**src/verilog/gpc_pkg.sv**
```systemverilog
// ****************************************************************
// Shared constants and types of the general purpose clock block
// ****************************************************************
package gpc_pkg;

	// ****************************************************************
	// Block dimensions
	// ****************************************************************
	localparam int NGEN      = 3;   // Identical generators
	localparam int NSRC      = 7;   // External source inputs, codes 1..7
	localparam int FRAC_BITS = 10;  // Fraction weight is 1/1024

	// ****************************************************************
	// Register byte addresses
	// ****************************************************************
	localparam logic [31:0] GP0_CTL_ADR = 32'h7e10_1070;
	localparam logic [31:0] GP0_DIV_ADR = 32'h7e10_1074;
	localparam logic [31:0] GP1_CTL_ADR = 32'h7e10_1078;
	localparam logic [31:0] GP1_DIV_ADR = 32'h7e10_107c;
	localparam logic [31:0] GP2_CTL_ADR = 32'h7e10_1080;
	localparam logic [31:0] GP2_DIV_ADR = 32'h7e10_1084;

	// ****************************************************************
	// Field positions, key and reset values
	// ****************************************************************
	localparam int         KEY_LSB   = 24;
	localparam logic [7:0] WRITE_KEY = 8'h5a;
	localparam int         ORDER_LSB = 9;
	localparam int         FLIP_BIT  = 8;
	localparam int         BUSY_BIT  = 7;
	localparam int         KILL_BIT  = 5;
	localparam int         GENERATOR_ENABLE_BIT  = 4;
	localparam int         SRC_LSB   = 0;
	localparam int         DIVISOR_INTEGER_LSB  = 12;
	localparam int         DIVISOR_FRACTION_LSB  = 0;
	localparam logic [3:0] SRC_LAST  = 4'h7;  // Codes above read as ground

	// ****************************************************************
	// Types
	// ****************************************************************
	typedef struct packed {
		logic [1:0] order;
		logic       flip;
		logic       kill;
		logic       generator_enable;
		logic [3:0] src;
	} gpc_ctl_s;

	typedef struct packed {
		logic [11:0] divisor_integer;
		logic [11:0] divisor_fraction;
	} gpc_div_s;

	localparam gpc_ctl_s CTL_RST = '{order: 2'h0, flip: 1'b0, kill: 1'b0, generator_enable: 1'b0, src: 4'h0};
	localparam gpc_div_s DIV_RST = '{divisor_integer: 12'h000, divisor_fraction: 12'h000};

	typedef enum logic [2:0] {
		GPC_IDLE = 3'b001,
		GPC_HIGH = 3'b010,
		GPC_LOW  = 3'b100
	} gpc_state_e;

endpackage : gpc_pkg

```
**src/verilog/gpc_sync.sv**
```systemverilog
`timescale 1ns/1ns
`default_nettype none
// ****************************************************************
// Three-stage sampler for the external source clocks
// ****************************************************************
module gpc_sync
	import gpc_pkg::*;
(
	// Clock and reset
	input  wire logic            clk_i,
	input  wire logic            rst_i,
	// Raw source pins
	input  wire logic [NSRC-1:0] async_i,
	// Filtered levels
	output logic      [NSRC-1:0] level_o
);

	logic [NSRC-1:0] s1_r;
	logic [NSRC-1:0] s2_r;
	logic [NSRC-1:0] s3_r;
	logic [NSRC-1:0] level_r;

	// Sampling chain, first stage feeds only the second
	always_ff @(posedge clk_i) begin
		if (rst_i) begin
			s1_r <= '0;
			s2_r <= '0;
			s3_r <= '0;
		end else begin
			s1_r <= async_i;
			s2_r <= s1_r;
			s3_r <= s2_r;
		end
	end

	// Level moves only when stages two and three agree
	always_ff @(posedge clk_i) begin
		if (rst_i) begin
			level_r <= '0;
		end else begin
			level_r <= (s2_r & s3_r) | (level_r & (s2_r | s3_r));
		end
	end

	assign level_o = level_r;

endmodule : gpc_sync
`default_nettype wire

```
**src/verilog/gpc_noise_shaping_order.sv**
```systemverilog
`timescale 1ns/1ns
`default_nettype none
// ****************************************************************
// Noise shaper: cascaded first order accumulators
// ****************************************************************
module gpc_noise_shaping_order
	import gpc_pkg::*;
(
	// Clock and reset
	input  wire logic              clk_i,
	input  wire logic              rst_i,
	// Control
	input  wire logic              clear_i,
	input  wire logic              step_i,
	input  wire logic [1:0]        order_i,
	input  wire logic [11:0]       divisor_fraction_i,
	// Period correction for the next output cycle
	output logic signed [4:0]      offset_o
);

	logic [FRAC_BITS-1:0] acc1_r;
	logic [FRAC_BITS-1:0] acc2_r;
	logic [FRAC_BITS-1:0] acc3_r;
	logic                 c2_d_r;
	logic                 c3_d_r;
	logic                 c3_dd_r;
	logic signed [4:0]    offset_r;
	logic [12:0]          sum1;
	logic [10:0]          sum2;
	logic [10:0]          sum3;
	logic signed [4:0]    offset_nxt;

	// Stage sums; a wide fraction may carry more than once
	always_comb begin
		sum1 = 13'({3'b000, acc1_r}) + 13'({1'b0, divisor_fraction_i});
		sum2 = 11'({1'b0, acc2_r}) + 11'({1'b0, sum1[FRAC_BITS-1:0]});
		sum3 = 11'({1'b0, acc3_r}) + 11'({1'b0, sum2[FRAC_BITS-1:0]});
		case (order_i)
			2'd0: offset_nxt = 5'sd0;
			2'd1: offset_nxt = $signed({2'b00, sum1[12:10]});
			2'd2: offset_nxt = $signed({2'b00, sum1[12:10]})
				+ $signed({4'b0000, sum2[10]}) - $signed({4'b0000, c2_d_r});
			default: offset_nxt = $signed({2'b00, sum1[12:10]})
				+ $signed({4'b0000, sum2[10]}) - $signed({4'b0000, c2_d_r})
				+ $signed({4'b0000, sum3[10]}) - $signed({3'b000, c3_d_r, 1'b0})
				+ $signed({4'b0000, c3_dd_r});
		endcase
	end

	// Accumulators advance once per output cycle
	always_ff @(posedge clk_i) begin
		if (rst_i || clear_i) begin
			acc1_r   <= '0;
			acc2_r   <= '0;
			acc3_r   <= '0;
			c2_d_r   <= 1'b0;
			c3_d_r   <= 1'b0;
			c3_dd_r  <= 1'b0;
			offset_r <= 5'sd0;
		end else if (step_i) begin
			acc1_r   <= sum1[FRAC_BITS-1:0];
			acc2_r   <= sum2[FRAC_BITS-1:0];
			acc3_r   <= sum3[FRAC_BITS-1:0];
			c2_d_r   <= sum2[10];
			c3_d_r   <= sum3[10];
			c3_dd_r  <= c3_d_r;
			offset_r <= offset_nxt;
		end
	end

	// Integer mode ignores any correction left over from an earlier shaped run
	assign offset_o = (order_i == 2'd0) ? 5'sd0 : offset_r;

endmodule : gpc_noise_shaping_order
`default_nettype wire

```
**src/verilog/gpc_top.sv**
```systemverilog
// The implementer's own choice: the Wishbone interface to the registers.
`timescale 1ns/1ns
`default_nettype none
// Contract
// - Shaping order 0 is integer division, 1 one stage, 2 two stages, 3 three stages.
// - Bit 8 inverts the output, each toggle while idle making an edge, for test use only.
// - Read-only bit 7 is high whenever the generator runs and makes output cycles.
// - Writing 1 to bit 5 stops and resets the generator at once and holds it there until 0 is written.
// - Bit 4 starts and stops the output cleanly, finishing the cycle in progress.
// - After enable clears, busy stays high until the final cycle ends, then drops.
// - Source codes pick ground, oscillator, two test inputs, three taps, aux, ground.
// - Divisor bits 23-12 hold the integer part, whose minimum depends on the order.
// - Divisor bits 11-0 hold the fraction used by the shaped modes.
// - Fractional modes drop source pulses so the mean divisor is integer plus fraction/1024.
module gpc_top
	import gpc_pkg::*;
(
	// Clock and reset
	input  wire logic            clk_i,
	input  wire logic            rst_i,
	// Wishbone slave
	input  wire logic [31:0]     adr_i,
	input  wire logic [31:0]     dat_i,
	input  wire logic [3:0]      sel_i,
	input  wire logic            we_i,
	input  wire logic            cyc_i,
	input  wire logic            stb_i,
	output logic      [31:0]     dat_o,
	output logic                 ack_o,
	// Source clock pins
	input  wire logic            osc_i,
	input  wire logic            test_source_a_i,
	input  wire logic            test_source_b_i,
	input  wire logic            pll_first_peripheral_tap_i,
	input  wire logic            pll_second_peripheral_tap_i,
	input  wire logic            pll_third_peripheral_tap_i,
	input  wire logic            display_aux_i,
	// Generated clocks to the pins
	output logic      [NGEN-1:0] gp_clk_o
);

	// ****************************************************************
	// Register storage and bus state
	// ****************************************************************
	localparam logic [31:0] CTL_ADR [NGEN] = '{GP0_CTL_ADR, GP1_CTL_ADR, GP2_CTL_ADR};
	localparam logic [31:0] DIV_ADR [NGEN] = '{GP0_DIV_ADR, GP1_DIV_ADR, GP2_DIV_ADR};

	gpc_ctl_s        ctl_r   [NGEN];
	gpc_div_s        div_r   [NGEN];
	gpc_state_e      state_r [NGEN];
	logic [12:0]     cnt_r   [NGEN];
	logic [12:0]     per_r   [NGEN];
	logic [12:0]     per_nxt [NGEN];
	logic signed [4:0] offset [NGEN];
	logic [NGEN-1:0] busy;
	logic [NGEN-1:0] ev;
	logic [NGEN-1:0] step;
	logic [NGEN-1:0] lvl_sel;
	logic [NGEN-1:0] lvl_prev_r;
	logic [NGEN-1:0] out_r;
	logic [NSRC-1:0] src_lvl;
	logic            ack_r;
	logic [31:0]     dat_r;
	logic [31:0]     rd_val;
	logic            req;
	logic            key_ok;
	logic            wr_ok;

	// New request seen while no answer is pending
	assign req    = cyc_i && stb_i && !ack_r;
	assign key_ok = (dat_i[KEY_LSB +: 8] == WRITE_KEY);
	// Partial writes are dropped: the key lane must be present
	assign wr_ok  = req && we_i && (sel_i == 4'hf) && key_ok;

	// ****************************************************************
	// Source sampling
	// ****************************************************************
	gpc_sync u_sync (
		.clk_i   (clk_i),
		.rst_i   (rst_i),
		.async_i ({display_aux_i, pll_third_peripheral_tap_i,
			pll_second_peripheral_tap_i, pll_first_peripheral_tap_i,
			test_source_b_i, test_source_a_i, osc_i}),
		.level_o (src_lvl)
	);

	// ****************************************************************
	// Bus answer: one wait state, then ack for one cycle
	// ****************************************************************
	always_ff @(posedge clk_i) begin
		if (rst_i) begin
			ack_r <= 1'b0;
		end else begin
			ack_r <= req;
		end
	end

	// Read data captured with the request; unmapped reads give zero
	always_ff @(posedge clk_i) begin
		if (rst_i) begin
			dat_r <= 32'h0000_0000;
		end else if (req && !we_i) begin
			dat_r <= rd_val;
		end
	end

	// Read mux; key byte and unused bits read zero
	always_comb begin
		rd_val = 32'h0000_0000;
		for (int i = 0; i < NGEN; i++) begin
			if (adr_i == CTL_ADR[i]) begin
				rd_val[ORDER_LSB +: 2] = ctl_r[i].order;
				rd_val[FLIP_BIT]       = ctl_r[i].flip;
				rd_val[BUSY_BIT]       = busy[i];
				rd_val[KILL_BIT]       = ctl_r[i].kill;
				rd_val[GENERATOR_ENABLE_BIT]       = ctl_r[i].generator_enable;
				rd_val[SRC_LSB +: 4]   = ctl_r[i].src;
			end
			if (adr_i == DIV_ADR[i]) begin
				rd_val[DIVISOR_INTEGER_LSB +: 12] = div_r[i].divisor_integer;
				rd_val[DIVISOR_FRACTION_LSB +: 12] = div_r[i].divisor_fraction;
			end
		end
	end

	assign ack_o = ack_r;
	assign dat_o = dat_r;

	// ****************************************************************
	// Per generator logic
	// ****************************************************************
	for (genvar g = 0; g < NGEN; g++) begin : gen_ch

		// Control and divisor registers, keyed writes only
		always_ff @(posedge clk_i) begin
			if (rst_i) begin
				ctl_r[g] <= CTL_RST;
				div_r[g] <= DIV_RST;
			end else if (wr_ok) begin
				if (adr_i == CTL_ADR[g]) begin
					ctl_r[g].order <= dat_i[ORDER_LSB +: 2];
					ctl_r[g].flip  <= dat_i[FLIP_BIT];
					ctl_r[g].kill  <= dat_i[KILL_BIT];
					ctl_r[g].generator_enable  <= dat_i[GENERATOR_ENABLE_BIT];
					ctl_r[g].src   <= dat_i[SRC_LSB +: 4];
				end
				if (adr_i == DIV_ADR[g]) begin
					div_r[g].divisor_integer <= dat_i[DIVISOR_INTEGER_LSB +: 12];
					div_r[g].divisor_fraction <= dat_i[DIVISOR_FRACTION_LSB +: 12];
				end
			end
		end

		// Source pick; ground codes hold the level low, so only a switch from a high source gives an edge
		always_comb begin
			if (ctl_r[g].src != 4'h0 && ctl_r[g].src <= SRC_LAST) begin
				lvl_sel[g] = src_lvl[3'(ctl_r[g].src - 4'h1)];
			end else begin
				lvl_sel[g] = 1'b0;
			end
		end

		// Previous level of the chosen source, for edge events
		always_ff @(posedge clk_i) begin
			if (rst_i) begin
				lvl_prev_r[g] <= 1'b0;
			end else begin
				lvl_prev_r[g] <= lvl_sel[g];
			end
		end

		// Both source edges count, so each output half lasts divisor source half periods
		assign ev[g]   = lvl_sel[g] ^ lvl_prev_r[g];
		assign busy[g] = (state_r[g] != GPC_IDLE);

		// Shaper steps when a new output cycle begins
		assign step[g] = ev[g] && ctl_r[g].generator_enable && !ctl_r[g].kill
			&& ((state_r[g] == GPC_IDLE)
			|| (state_r[g] == GPC_LOW && cnt_r[g] == 13'h0000));

		gpc_noise_shaping_order u_noise_shaping_order (
			.clk_i    (clk_i),
			.rst_i    (rst_i),
			.clear_i  (ctl_r[g].kill),
			.step_i   (step[g]),
			.order_i  (ctl_r[g].order),
			.divisor_fraction_i   (div_r[g].divisor_fraction),
			.offset_o (offset[g])
		);

		// Next period, never below one source period
		always_comb begin
			logic signed [14:0] per_s;
			per_s = $signed({3'b000, div_r[g].divisor_integer}) + $signed({{10{offset[g][4]}}, offset[g]});
			if (per_s < 15'sd1) begin
				per_nxt[g] = 13'h0001;
			end else begin
				per_nxt[g] = per_s[12:0];
			end
		end

		// Cycle engine; kill overrides everything
		always_ff @(posedge clk_i) begin
			if (rst_i || ctl_r[g].kill) begin
				state_r[g] <= GPC_IDLE;
				cnt_r[g]   <= 13'h0000;
				per_r[g]   <= 13'h0001;
			end else if (ev[g]) begin
				case (state_r[g])
					GPC_IDLE: begin
						if (ctl_r[g].generator_enable) begin
							state_r[g] <= GPC_HIGH;
							per_r[g]   <= per_nxt[g];
							cnt_r[g]   <= per_nxt[g] - 13'h0001;
						end
					end
					GPC_HIGH: begin
						if (cnt_r[g] == 13'h0000) begin
							state_r[g] <= GPC_LOW;
							cnt_r[g]   <= per_r[g] - 13'h0001;
						end else begin
							cnt_r[g] <= cnt_r[g] - 13'h0001;
						end
					end
					GPC_LOW: begin
						if (cnt_r[g] != 13'h0000) begin
							cnt_r[g] <= cnt_r[g] - 13'h0001;
						end else if (ctl_r[g].generator_enable) begin
							state_r[g] <= GPC_HIGH;
							per_r[g]   <= per_nxt[g];
							cnt_r[g]   <= per_nxt[g] - 13'h0001;
						end else begin
							state_r[g] <= GPC_IDLE;
						end
					end
					default: begin
						state_r[g] <= GPC_IDLE;
					end
				endcase
			end
		end

		// Output flop; inversion applies even when stopped
		always_ff @(posedge clk_i) begin
			if (rst_i) begin
				out_r[g] <= 1'b0;
			end else begin
				out_r[g] <= ctl_r[g].flip ^ (state_r[g] == GPC_HIGH);
			end
		end

	end

	assign gp_clk_o = out_r;
endmodule : gpc_top
`default_nettype wire

```
**config.mk**
```make
export PLATFORM = sky130hd
export DESIGN_NAME = gpc_top
export DESIGN_NICKNAME = d
export VERILOG_FILES = /design/src/verilog/gpc_pkg.sv /design/src/verilog/gpc_sync.sv /design/src/verilog/gpc_noise_shaping_order.sv /design/src/verilog/gpc_top.sv
export SDC_FILE = /design/constraint.sdc
export NUM_CORES = 1
export LEC_CHECK = 0
export ABC_AREA = 1
export BUFFER_PORTS_ARGS = -buffer_cell sky130_fd_sc_hd__buf_2
export CORE_UTILIZATION = 65
export CTS_BUF_LIST = sky130_fd_sc_hd__clkbuf_8
export DETAILED_ROUTE_END_ITERATION = 8
export MAX_ROUTING_LAYER = met4
export PLACE_DENSITY = 0.84
export SYNTH_ARGS = -nofsm -noshare
export SYNTH_HDL_FRONTEND = slang
export SYNTH_SLANG_ARGS = --single-unit
```
**constraint.sdc**
```tcl
create_clock -name clk_i -period 5.2 [get_ports clk_i]
set_input_delay 0 -clock clk_i [delete_from_list [all_inputs] [get_ports clk_i]]
set_output_delay 0 -clock clk_i [all_outputs]
set_load 0.01 [all_outputs]
```
# Word level (Yosys, flattened, before mapping)
# Memories as Yosys holds them, arrays and structs flattened.
# Cells that the tools add are included.
[word_totals] mem_count=5 output_inout_bits=36 regBits=173 in_bits=80 ramBits=186 elab_cells=447
[op_classes] addsub=39 n_reduce_logical=47 muxes=221 magnitude_cmp=9 bitwise=67 n_eq_ne=26
[mem_list] memory="div_r" words=3 word_bits=24 read_ports=3 rd_clocked_by_memory_dff=0 wr=3 line="gpc_top.sv:49" text="gpc_div_s div_r [NGEN];"
[mem_list] memory="cnt_r" words=3 word_bits=13 read_ports=3 rd_clocked_by_memory_dff=0 wr=3 line="gpc_top.sv:51" text="logic [12:0] cnt_r [NGEN];"
[mem_list] memory="per_r" words=3 word_bits=13 read_ports=3 rd_clocked_by_memory_dff=0 wr=3 line="gpc_top.sv:52" text="logic [12:0] per_r [NGEN];"
[mem_list] memory="ctl_r" words=3 word_bits=9 read_ports=3 rd_clocked_by_memory_dff=0 wr=3 line="gpc_top.sv:48" text="gpc_ctl_s ctl_r [NGEN];"
[mem_list] memory="state_r" words=3 word_bits=3 read_ports=3 rd_clocked_by_memory_dff=0 wr=3 line="gpc_top.sv:50" text="gpc_state_e state_r [NGEN];"
[ops] cell="$mux 13" n=24
[ops] cell="$eq 32x31->1 const B" n=6
[ops] cell="$mux 1" n=152
[ops] cell="$sub 13x1->13 const B" n=9
[ops] cell="$mux 12" n=6
[ops] cell="$mux 24" n=3
[ops] cell="$add 10x10->11" n=6
[ops] cell="$or 1x1->1" n=57
[ops] cell="$mux 3" n=15
[ops] cell="$pmux 5 s3" n=3
[ops] cell="$add 13x5->14" n=3
[ops] cell="$lt 14x2->1 const B" n=3
[ops] cell="$add 10x12->13" n=3
[ops] cell="$logic_not 13->1" n=3
[ops] cell="$reduce_bool 13->1" n=3
[ops] cell="$add 5x2->5" n=6
[ops] cell="$mux 4" n=6
[ops] cell="$logic_and 1x1->1" n=21
[ops] cell="$mux 6" n=3
[ops] cell="$mux 5" n=3
[ops] cell="$sub 5x2->5" n=3
[ops] cell="$sub 5x3->5" n=3
[ops] cell="$and 7x7->7" n=2
[ops] cell="$or 7x7->7" n=2
[ops] cell="other kinds (20)" n=64

# Logic depth before layout (Yosys ltp)
# Gate-level depths: netlist (run 1).
# An unclocked memory read counts as a cell.
[logic_depth] depth_word=14 depth_mapped=32 mapped_depth_nobuf=32

# Hierarchy
# From an unflattened synthesis (run 1), not the netlist that was laid out.
[hier_totals] hier_cells=3585 hier_area_um2=25821.0
[by_module_without_submodules] module="gpc_top" cells_each=1966 seq_area_each_um2=6206.0 n_inst=1 area_per_inst_um2=15006.9
[by_module_without_submodules] module="gpc_noise_shaping_order at gen_ch[0].u_noise_shaping_order ..." cells_each=507 seq_area_each_um2=760.7 n_inst=2 area_per_inst_um2=3328.2
[by_module_without_submodules] module="gpc_noise_shaping_order at gen_ch[1].u_noise_shaping_order" cells_each=511 seq_area_each_um2=760.7 n_inst=1 area_per_inst_um2=3316.9
[by_module_without_submodules] module="gpc_sync" cells_each=94 seq_area_each_um2=560.5 n_inst=1 area_per_inst_um2=840.8

# Worst setup path before layout (run 1)
# OpenSTA, ideal clock, no wires.
[synth_path] path_kind="reg-to-reg" startpoint="memory div_r[1][2] (netlist name)" endpoint="register gen_ch[1].u_noise_shaping_order.offset_r[3]" required_time_ns=5.062 path_stages_with_launch=31 t_arrival_ns=4.397 period_less_slack_ns=4.535 setup_slack_ns=0.665 path_cell_list="edfxtp_1 -> ha_1 -> a21oi_1 -> nand2_1 -> xor2_1 -> inv_1 -> ha_1 -> a21oi_1 -> o21ai_0 -> a21oi_1 -> o21bai_1 -> nand2_1 -> nand2_1 -> a21oi_1 -> inv_1 -> a21oi_1 -> o21bai_1 -> ha_1 -> ha_1 -> inv_1 -> ha_1 -> inv_1 -> nor2_1 -> inv_1 -> nand2_1 -> inv_1 -> ha_1 -> a21oi_1 -> or2_2 -> a31oi_1 -> a221oi_1"
[synth_rtl] element="start: declaration" line="gpc_top.sv:49"
[synth_rtl] element="end signal: assignment" line="gpc_noise_shaping_order.sv:67" text="offset_r <= offset_nxt;"
[synth_rtl] element="end: declaration" line="gpc_noise_shaping_order.sv:27" text="logic signed [4:0] offset_r;"

==> results of run 1 <==
-- what timing repair did --
item | 4_1_cts | 5_1_grt
gates resized for setup | 0 | 45
hold buffers | 44 | 0
endpoints found under the setup margin | 0 | 12
setup buffers | 0 | 6
hold endpoints to repair | 166 | 0
-- tightest hold or removal path, stage by stage --
cell,delay (ps)
buf_2,110
nor2_1,80
nand4_1,330
nor2_1,70
-- worst min-delay path by stage --
stage | depth (start not counted) | slack (ps) | from | end
2_1_floorplan | 2 | 110 | osc_i | u_sync.s1_r[0]$_SDFF_PP0_
3_3_place_gp | 3 | 210 | pll_second_peripheral_tap_i | u_sync.s1_r[4]$_SDFF_PP0_
3_5_place_dp | 3 | 210 | osc_i | u_sync.s1_r[0]$_SDFF_PP0_
4_1_cts | 4 | 2 | adr_i[2] | ctl_r[1][6]$_DFFE_PP_
5_1_grt | 8 | 100 | adr_i[5] | dat_o[8]$_SDFFE_PP0P_
6_report | 4 | 60 | adr_i[2] | ctl_r[1][0]$_SDFFCE_PN0P_
-- layer usage --
metal | up-vias | wire length [um] | global-route usage, %
met2 | 1033 | 30900 | 58.4
met3 | 217 | 5680 | 6.66
met4 | 0 | 2870 | 16.2
met5 | - | 0 | -
met1 | 10500 | 25800 | 42.1
li1 | 10900 | - | -
-- power breakdown --
part | switching, W | internal (W)
sequential | 0.0000701 | 0.00306
combinational | 0.000480 | 0.000257
clock | 0.00126 | 0.00150
total | 0.00181 | 0.00482
-- registers in the layout, indices dropped and copies added, names as in the netlist, 7 cells and up --
register                               flops
state_r                                    9
div_r                                     72
ctl_r                                     27
gen_ch.u_noise_shaping_order.acc1_r       30
u_sync.s1_r                                7
u_sync.level_o                             7
gen_ch.u_noise_shaping_order.offset_r     15
u_sync.s3_r                                7
dat_o                                     24
cnt_r                                     39
per_r                                     39
gen_ch.u_noise_shaping_order.acc2_r       30
u_sync.s2_r                                7
gen_ch.u_noise_shaping_order.acc3_r       30
-- kinds of logic after synthesis --
kind of cell | synth area share [%]
adder cells (fa/ha/maj) | 8.89
flip-flops | 37.6
buffers and inverters | 9.66
XOR/XNOR | 5.81
other | 0.0156
AND/OR/NAND/NOR | 24.8
multiplexers | 0.0416
AO/OA/AOI/OAI | 13.2
-- metrics by stage --
stage / TNS, ps / power, W / hold slack, ps
2_1_floorplan: 0 / 0.00365 / 107
3_3_place_gp: 0 / 0.00383 / 205
3_5_place_dp: 0 / 0.00386 / 212
4_1_cts: 0 / 0.00663 / 1.87
5_1_grt: -225 / 0.00686 / 103
6_report: 0 / 0.00663 / 64.7
-- layout make-up --
type | instances | area share [%]
multi-input combinational | 2268 | 47.8
sequential | 359 | 33.4
inverter | 515 | 7.14
timing repair buffer | 188 | 4.63
clock buffer | 74 | 3.76
tap | 468 | 2.16
clock inverter | 40 | 1.15
-- cells in the final DEF, fill, tap and decap left out, types with 15 or more instances in the layout --
master,instances
dfxtp_1,173
xor2_1,106
nand4_1,34
o211ai_1,25
buf_2,107
nor2_1,383
clkbuf_8,74
nand2_2,19
dlygate4sd3_1,44
nor3_1,45
clkinv_1,15
nor4_1,16
o21ai_0,187
nand2_1,622
buf_4,37
inv_1,509
nand3_1,188
xnor2_1,45
edfxtp_1,186
ha_1,140
a31oi_1,16
o21ai_1,15
a21oi_1,209
==> key figures, run 1 <==
Layout
  – Multi-input gate area: 12900 um^2
  – Final core occ: 74.2%
  – Post-route cell area: 27100 um^2
  – Layout cells sized above 1: 10.2%
  – # diodes: 0
  – Fillers: 2779
  – Layout Area Growth over Synthesis: 12.6%
  – Register area: 9050 um^2
  – Non-filler cells, final: 3912
  – Nets: 3634

Clocking
  – CTS tree: yes
  – Worst skew pair latency: 700 ps
  – Clock Tree Buf Depth: 3
  – Number of buffers created by CTS: 60
  – Clock slew at reported path FFs: 60 ps
  – CTS root buf: clkbuf_8
  – Clock sink count: 359
  – H-tree lvl count: 2

Run
  – Max Cap Violations: 0

Place
  – GPL Wtd Cong: 0.978
  – Cells after DPL: 3748
  – Post-detailed-placement half-perimeter wirelength: 48200 um
  – Pre-CTS setup slack: 165 ps
  – Port Buf Inserts: 107
  – Placed cell areas: 25100 um^2

Critical path
  – Kind of end point of the critical path: register
  – CP Class: register to register
  – Worst Path Required: 5810 ps
  – CP max stage delay: 420 ps
  – Worst Path Buf+Inv: 7
  – CP arrival: 5500 ps
  – Worst path depth: 32
  – Setup slack, reg-to-reg: 310 ps
  – Setup crit end: gen_ch[1].u_noise_shaping_order.offset_r[4]$_SDFFE_PP0P_
  – Worst path top cell family by delay: adder cells
  – RR Endpoint: gen_ch[1].u_noise_shaping_order.offset_r[4]$_SDFFE_PP0P_
  – Critical path fanouts, max: 4
  – CP max-delay cell: fa_1
  – CP Launch Type: register
  – Critical path startpoint: div_r[1][0]$_SDFFCE_PN0P_
  – R2R cell count: 32
  – Launching point of the worst reg2reg path: div_r[1][0]$_SDFFCE_PN0P_
  – Most common cell on crit path: inv_1

Logic synthesis
  – Most frequent cell after synthesis: nand2_1
  – Largest area contributor in the netlist: edfxtp_1
  – Synth top cells by count: 623 x nand2_1, 497 x inv_1, 388 x nor2_1, 213 x a21oi_1, 197 x o21ai_0
  – Syn Area/Cell: 7.47 um^2
  – Post-synthesis sequential area ratio: 37.6%
  – Ys Warns: 0
  – Dominant cells by area after synthesis: edfxtp_1 23%, dfxtp_1 14%, nand2_1 9.7%
  – Distinct cells, synth: 66
  – Synth Flop Type: edfxtp_1
  – Synth top area share: 23.2%
  – Synthesized cell area: 24100 um^2
  – Flops & latches, synth: 359
  – Mapped Cells: 3219
  – Ys async rst share: 0%
  – Number of synthesized flops with an enable pin: 186

Route
  – # DRC: 0
  – Vias per cell: 5.79
  – Initial DRT Pass Iterations: 6
  – Via count: 22700
  – Initial DRC Count: 1758
  – Final ANT Viol Nets: 0
  – Wirelength per Cell: 16.7 um
  – WL final: 65300 um

Timing
  – Final Setup Violations: 0
  – RSZ-0062 raised after global routing: true
  – Worst-Margin Slew: 1180 ps
  – Post-layout min period: 4890 ps
  – Setup WS post-layout: 309 ps
  – Peak Freq: 204 MHz
  – Max Slew Vio Count: 0
  – Slew margin rel.: 21.5%
  – Final period util: 94.1%
  – Final hold violation count: 0
  – Clk_skew: 35.5 ps

GRT
  – GRT Util Overall: 35.5%
  – Antenna violations before repair: 0
  – Vias in the first global route: 22000
  – First-pass GRT wire length: 106000 um
  – Gr ovfl total: 0
  – Maximum number of pins on one net before global-route repair: 59

Floorplanning
  – # rows: 70
  – Die width: 194 um
  – Die H: 194 um
  – Starting Density: 65.9%
  – Boundary Pins: 116
  – Core ar.: 36500 um^2
  – Die area: 37800 um^2

Worst hold path
  – Worst hold path type: input pin to register

Pwr
  – Leakage: 13.0 nW
  – Power per cell area: 245 nW/um^2
  – Peak VDD IR: 0.000208 V

Status
  – Outcome: completed
Note: power is estimated with default switching activity, not from simulation.
==> run 2: changes to the inputs <==
--- a/config.mk
+++ b/config.mk
@@ -7,11 +7,13 @@
 export LEC_CHECK = 0
 export ABC_AREA = 1
 export BUFFER_PORTS_ARGS = -buffer_cell sky130_fd_sc_hd__buf_2
-export CORE_UTILIZATION = 65
+export CELL_PAD_IN_SITES_DETAIL_PLACEMENT = 0
+export CELL_PAD_IN_SITES_GLOBAL_PLACEMENT = 2
+export CORE_UTILIZATION = 38
 export CTS_BUF_LIST = sky130_fd_sc_hd__clkbuf_8
 export DETAILED_ROUTE_END_ITERATION = 8
 export MAX_ROUTING_LAYER = met4
-export PLACE_DENSITY = 0.84
+export PLACE_DENSITY_LB_ADDON = 0.1
 export SYNTH_ARGS = -nofsm -noshare
 export SYNTH_HDL_FRONTEND = slang
 export SYNTH_SLANG_ARGS = --single-unit
==> run 2 against run 1 <==
Net effect: critical path depth shrank 6; sequential share of layout area shrank 0.57 points; via count shrank 5.1%; first-iteration DRC count shrank 32%; sequential power is essentially flat; hold slack gained 16 ps.
==> key figures, run 2 (synthesis gave the netlist of run 1 again) <==
Floorplanning
  – Core ar.: 62200 um^2
  – # rows: 91
  – Boundary Pins: 116
  – Die width: 254 um
  – Die area: 64300 um^2
  – Die H: 254 um
  – Starting Density: 38.7%

Route
  – DRT met1 WL: 34300 um
  – DR WL met2: 32300 um
  – Initial DRT Pass Iterations: 5
  – # DRC: 0
  – WL met3: 2730 um
  – Via count: 21500
  – Vias per cell: 5.02
  – Max Used Layer: met4
  – Final ANT Viol Nets: 0
  – WL final: 70800 um
  – Initial DRC Count: 1189
  – Wirelength per Cell: 16.5 um

GRT
  – Antenna violations before repair: 1
  – Vias in the first global route: 21000
  – Gr ovfl total: 0
  – GRT Util Overall: 22.8%
  – First-pass GRT wire length: 112000 um
  – Maximum number of pins on one net before global-route repair: 59

Critical path
  – CP arrival: 5380 ps
  – CP Class: register to register
  – Critical path fanouts, max: 4
  – Kind of end point of the critical path: register
  – CP Launch Type: register
  – Worst Path Required: 5750 ps
  – R2R cell count: 26

Timing
  – Max Slew Vio Count: 0
  – Final period util: 92.8%
  – Peak Freq: 207 MHz
  – Clk_skew: 32.2 ps
  – Worst-Margin Slew: 1200 ps
  – Final hold violation count: 0
  – Final Setup Violations: 0
  – Post-layout min period: 4830 ps
  – Slew margin rel.: 19.7%

Clocking
  – Clock slew at reported path FFs: 50 ps
  – Worst skew pair latency: 660 ps
  – CTS tree: yes
  – CTS root buf: clkbuf_8
  – H-tree lvl count: 3
  – Number of buffers created by CTS: 72
  – Clock Tree Buf Depth: 3
  – Clock sink count: 359

Layout
  – Post-route cell area: 27600 um^2
  – Fillers: 6474
  – Top reg by flops: div_r
  – Layout Area Growth over Synthesis: 14.6%
  – Largest regs: div_r (72), cnt_r (39), per_r (39)
  – Commonest non-fill, non-tap cell in the layout: nand2_1
  – Number of flip-flops in the largest register: 72
  – Most frequent cells in the layout: 621 x nand2_1, 525 x inv_1, 381 x nor2_1
  – Multi-input gate area: 13000 um^2
  – Layout cells sized above 1: 10.6%
  – Register area: 9050 um^2
  – Nets: 3638

Place
  – GPL Wtd Cong: 0.849
  – Port Buf Inserts: 107
  – Post-detailed-placement half-perimeter wirelength: 53500 um
  – Placed cell areas: 25500 um^2

Pwr
  – Tot Pwr: 0.00666 W
  – Power per cell area: 242 nW/um^2
  – Peak VDD IR: 0.000206 V
  – Leakage: 13.0 nW

Run
  – Max Cap Violations: 0

Status
  – Outcome: completed

Worst hold path
  – Worst hold path type: input pin to register
  – Hold Crit Depth: 4
[run 2: layer usage]
layer / track usage, % / vias up
met5: - / -
met3: 3.23 / 89
li1: - / 10900
met1: 30.3 / 10100
met2: 36.6 / 379
met4: 5.65 / 0
[run 2: timing repair]
item / 4_1_cts / 5_1_grt
endpoints found under the hold margin: 146 / 0
endpoints found under the setup margin: 0 / 14
hold buffers: 37 / 0
buffers inserted: 0 / 5
gates resized for setup: 0 / 55
[run 2: area by class of cell]
cell class | instances | area share, %
clock inverters | 46 | 0.849
flip-flops and latches | 359 | 32.8
clock buffers | 82 | 4.10
multi-input cells | 2268 | 47.1
well taps | 837 | 3.80
inverters | 515 | 7.01
diodes | 2 | 0.0182
repair buffers | 180 | 4.27
[run 2: worst max-delay path, cell delays in order (launching register included)]
cell and delay, ps:
edfxtp_1 390, ha_1 240, fa_2 580, inv_1 70
fa_1 470, o21ai_2 210, a21oi_1 90, o21bai_1 210
nand2_1 80, nand2_1 80, a21oi_2 60, inv_1 60
a21oi_1 60, o21bai_1 180, ha_1 150, inv_1 40
ha_1 220, ha_1 230, or2_2 300, nand2_1 90
ha_1 270, o21ai_0 90, nand2_1 80, xor2_1 140
o22ai_1 150, nand2_1 70, a21oi_1 130
[run 2: worst paths after layout]
check | start | end | slack [ps]
max | div_r[2][0]$_SDFFCE_PN0P_ | gen_ch[2].u_noise_shaping_order.offset_r[3]$_SDFFE_PP0P_ | 370
min | pll_third_peripheral_tap_i | u_sync.s1_r[5]$_SDFF_PP0_ | 80
max reg2reg | div_r[2][0]$_SDFFCE_PN0P_ | gen_ch[2].u_noise_shaping_order.offset_r[3]$_SDFFE_PP0P_ | 370
min reg2reg | u_sync.s1_r[3]$_SDFF_PP0_ | u_sync.s2_r[3]$_SDFF_PP0_ | 400
[run 2: report_power, final]
group | switching (W) | total, W | internal (W)
combinational | 0.000479 | 0.000731 | 0.000252
clock | 0.00135 | 0.00280 | 0.00145
sequential | 0.0000674 | 0.00313 | 0.00306
total | 0.00190 | 0.00666 | 0.00476
[run 2: through the flow]
step	setup slack, ps	std cells	setup TNS [ps]	hold WS (ps)	utilization (%)
after floorplan	665	3226	0	107	-
after global placement	204	4117	0	199	41.1
after detailed placement	212	4117	0	209	41.1
after CTS	123	4282	0	17.7	43.9
after global routing	-25.3	4289	-57.3	45.6	44.3
final	373	4289	0	80.7	44.3
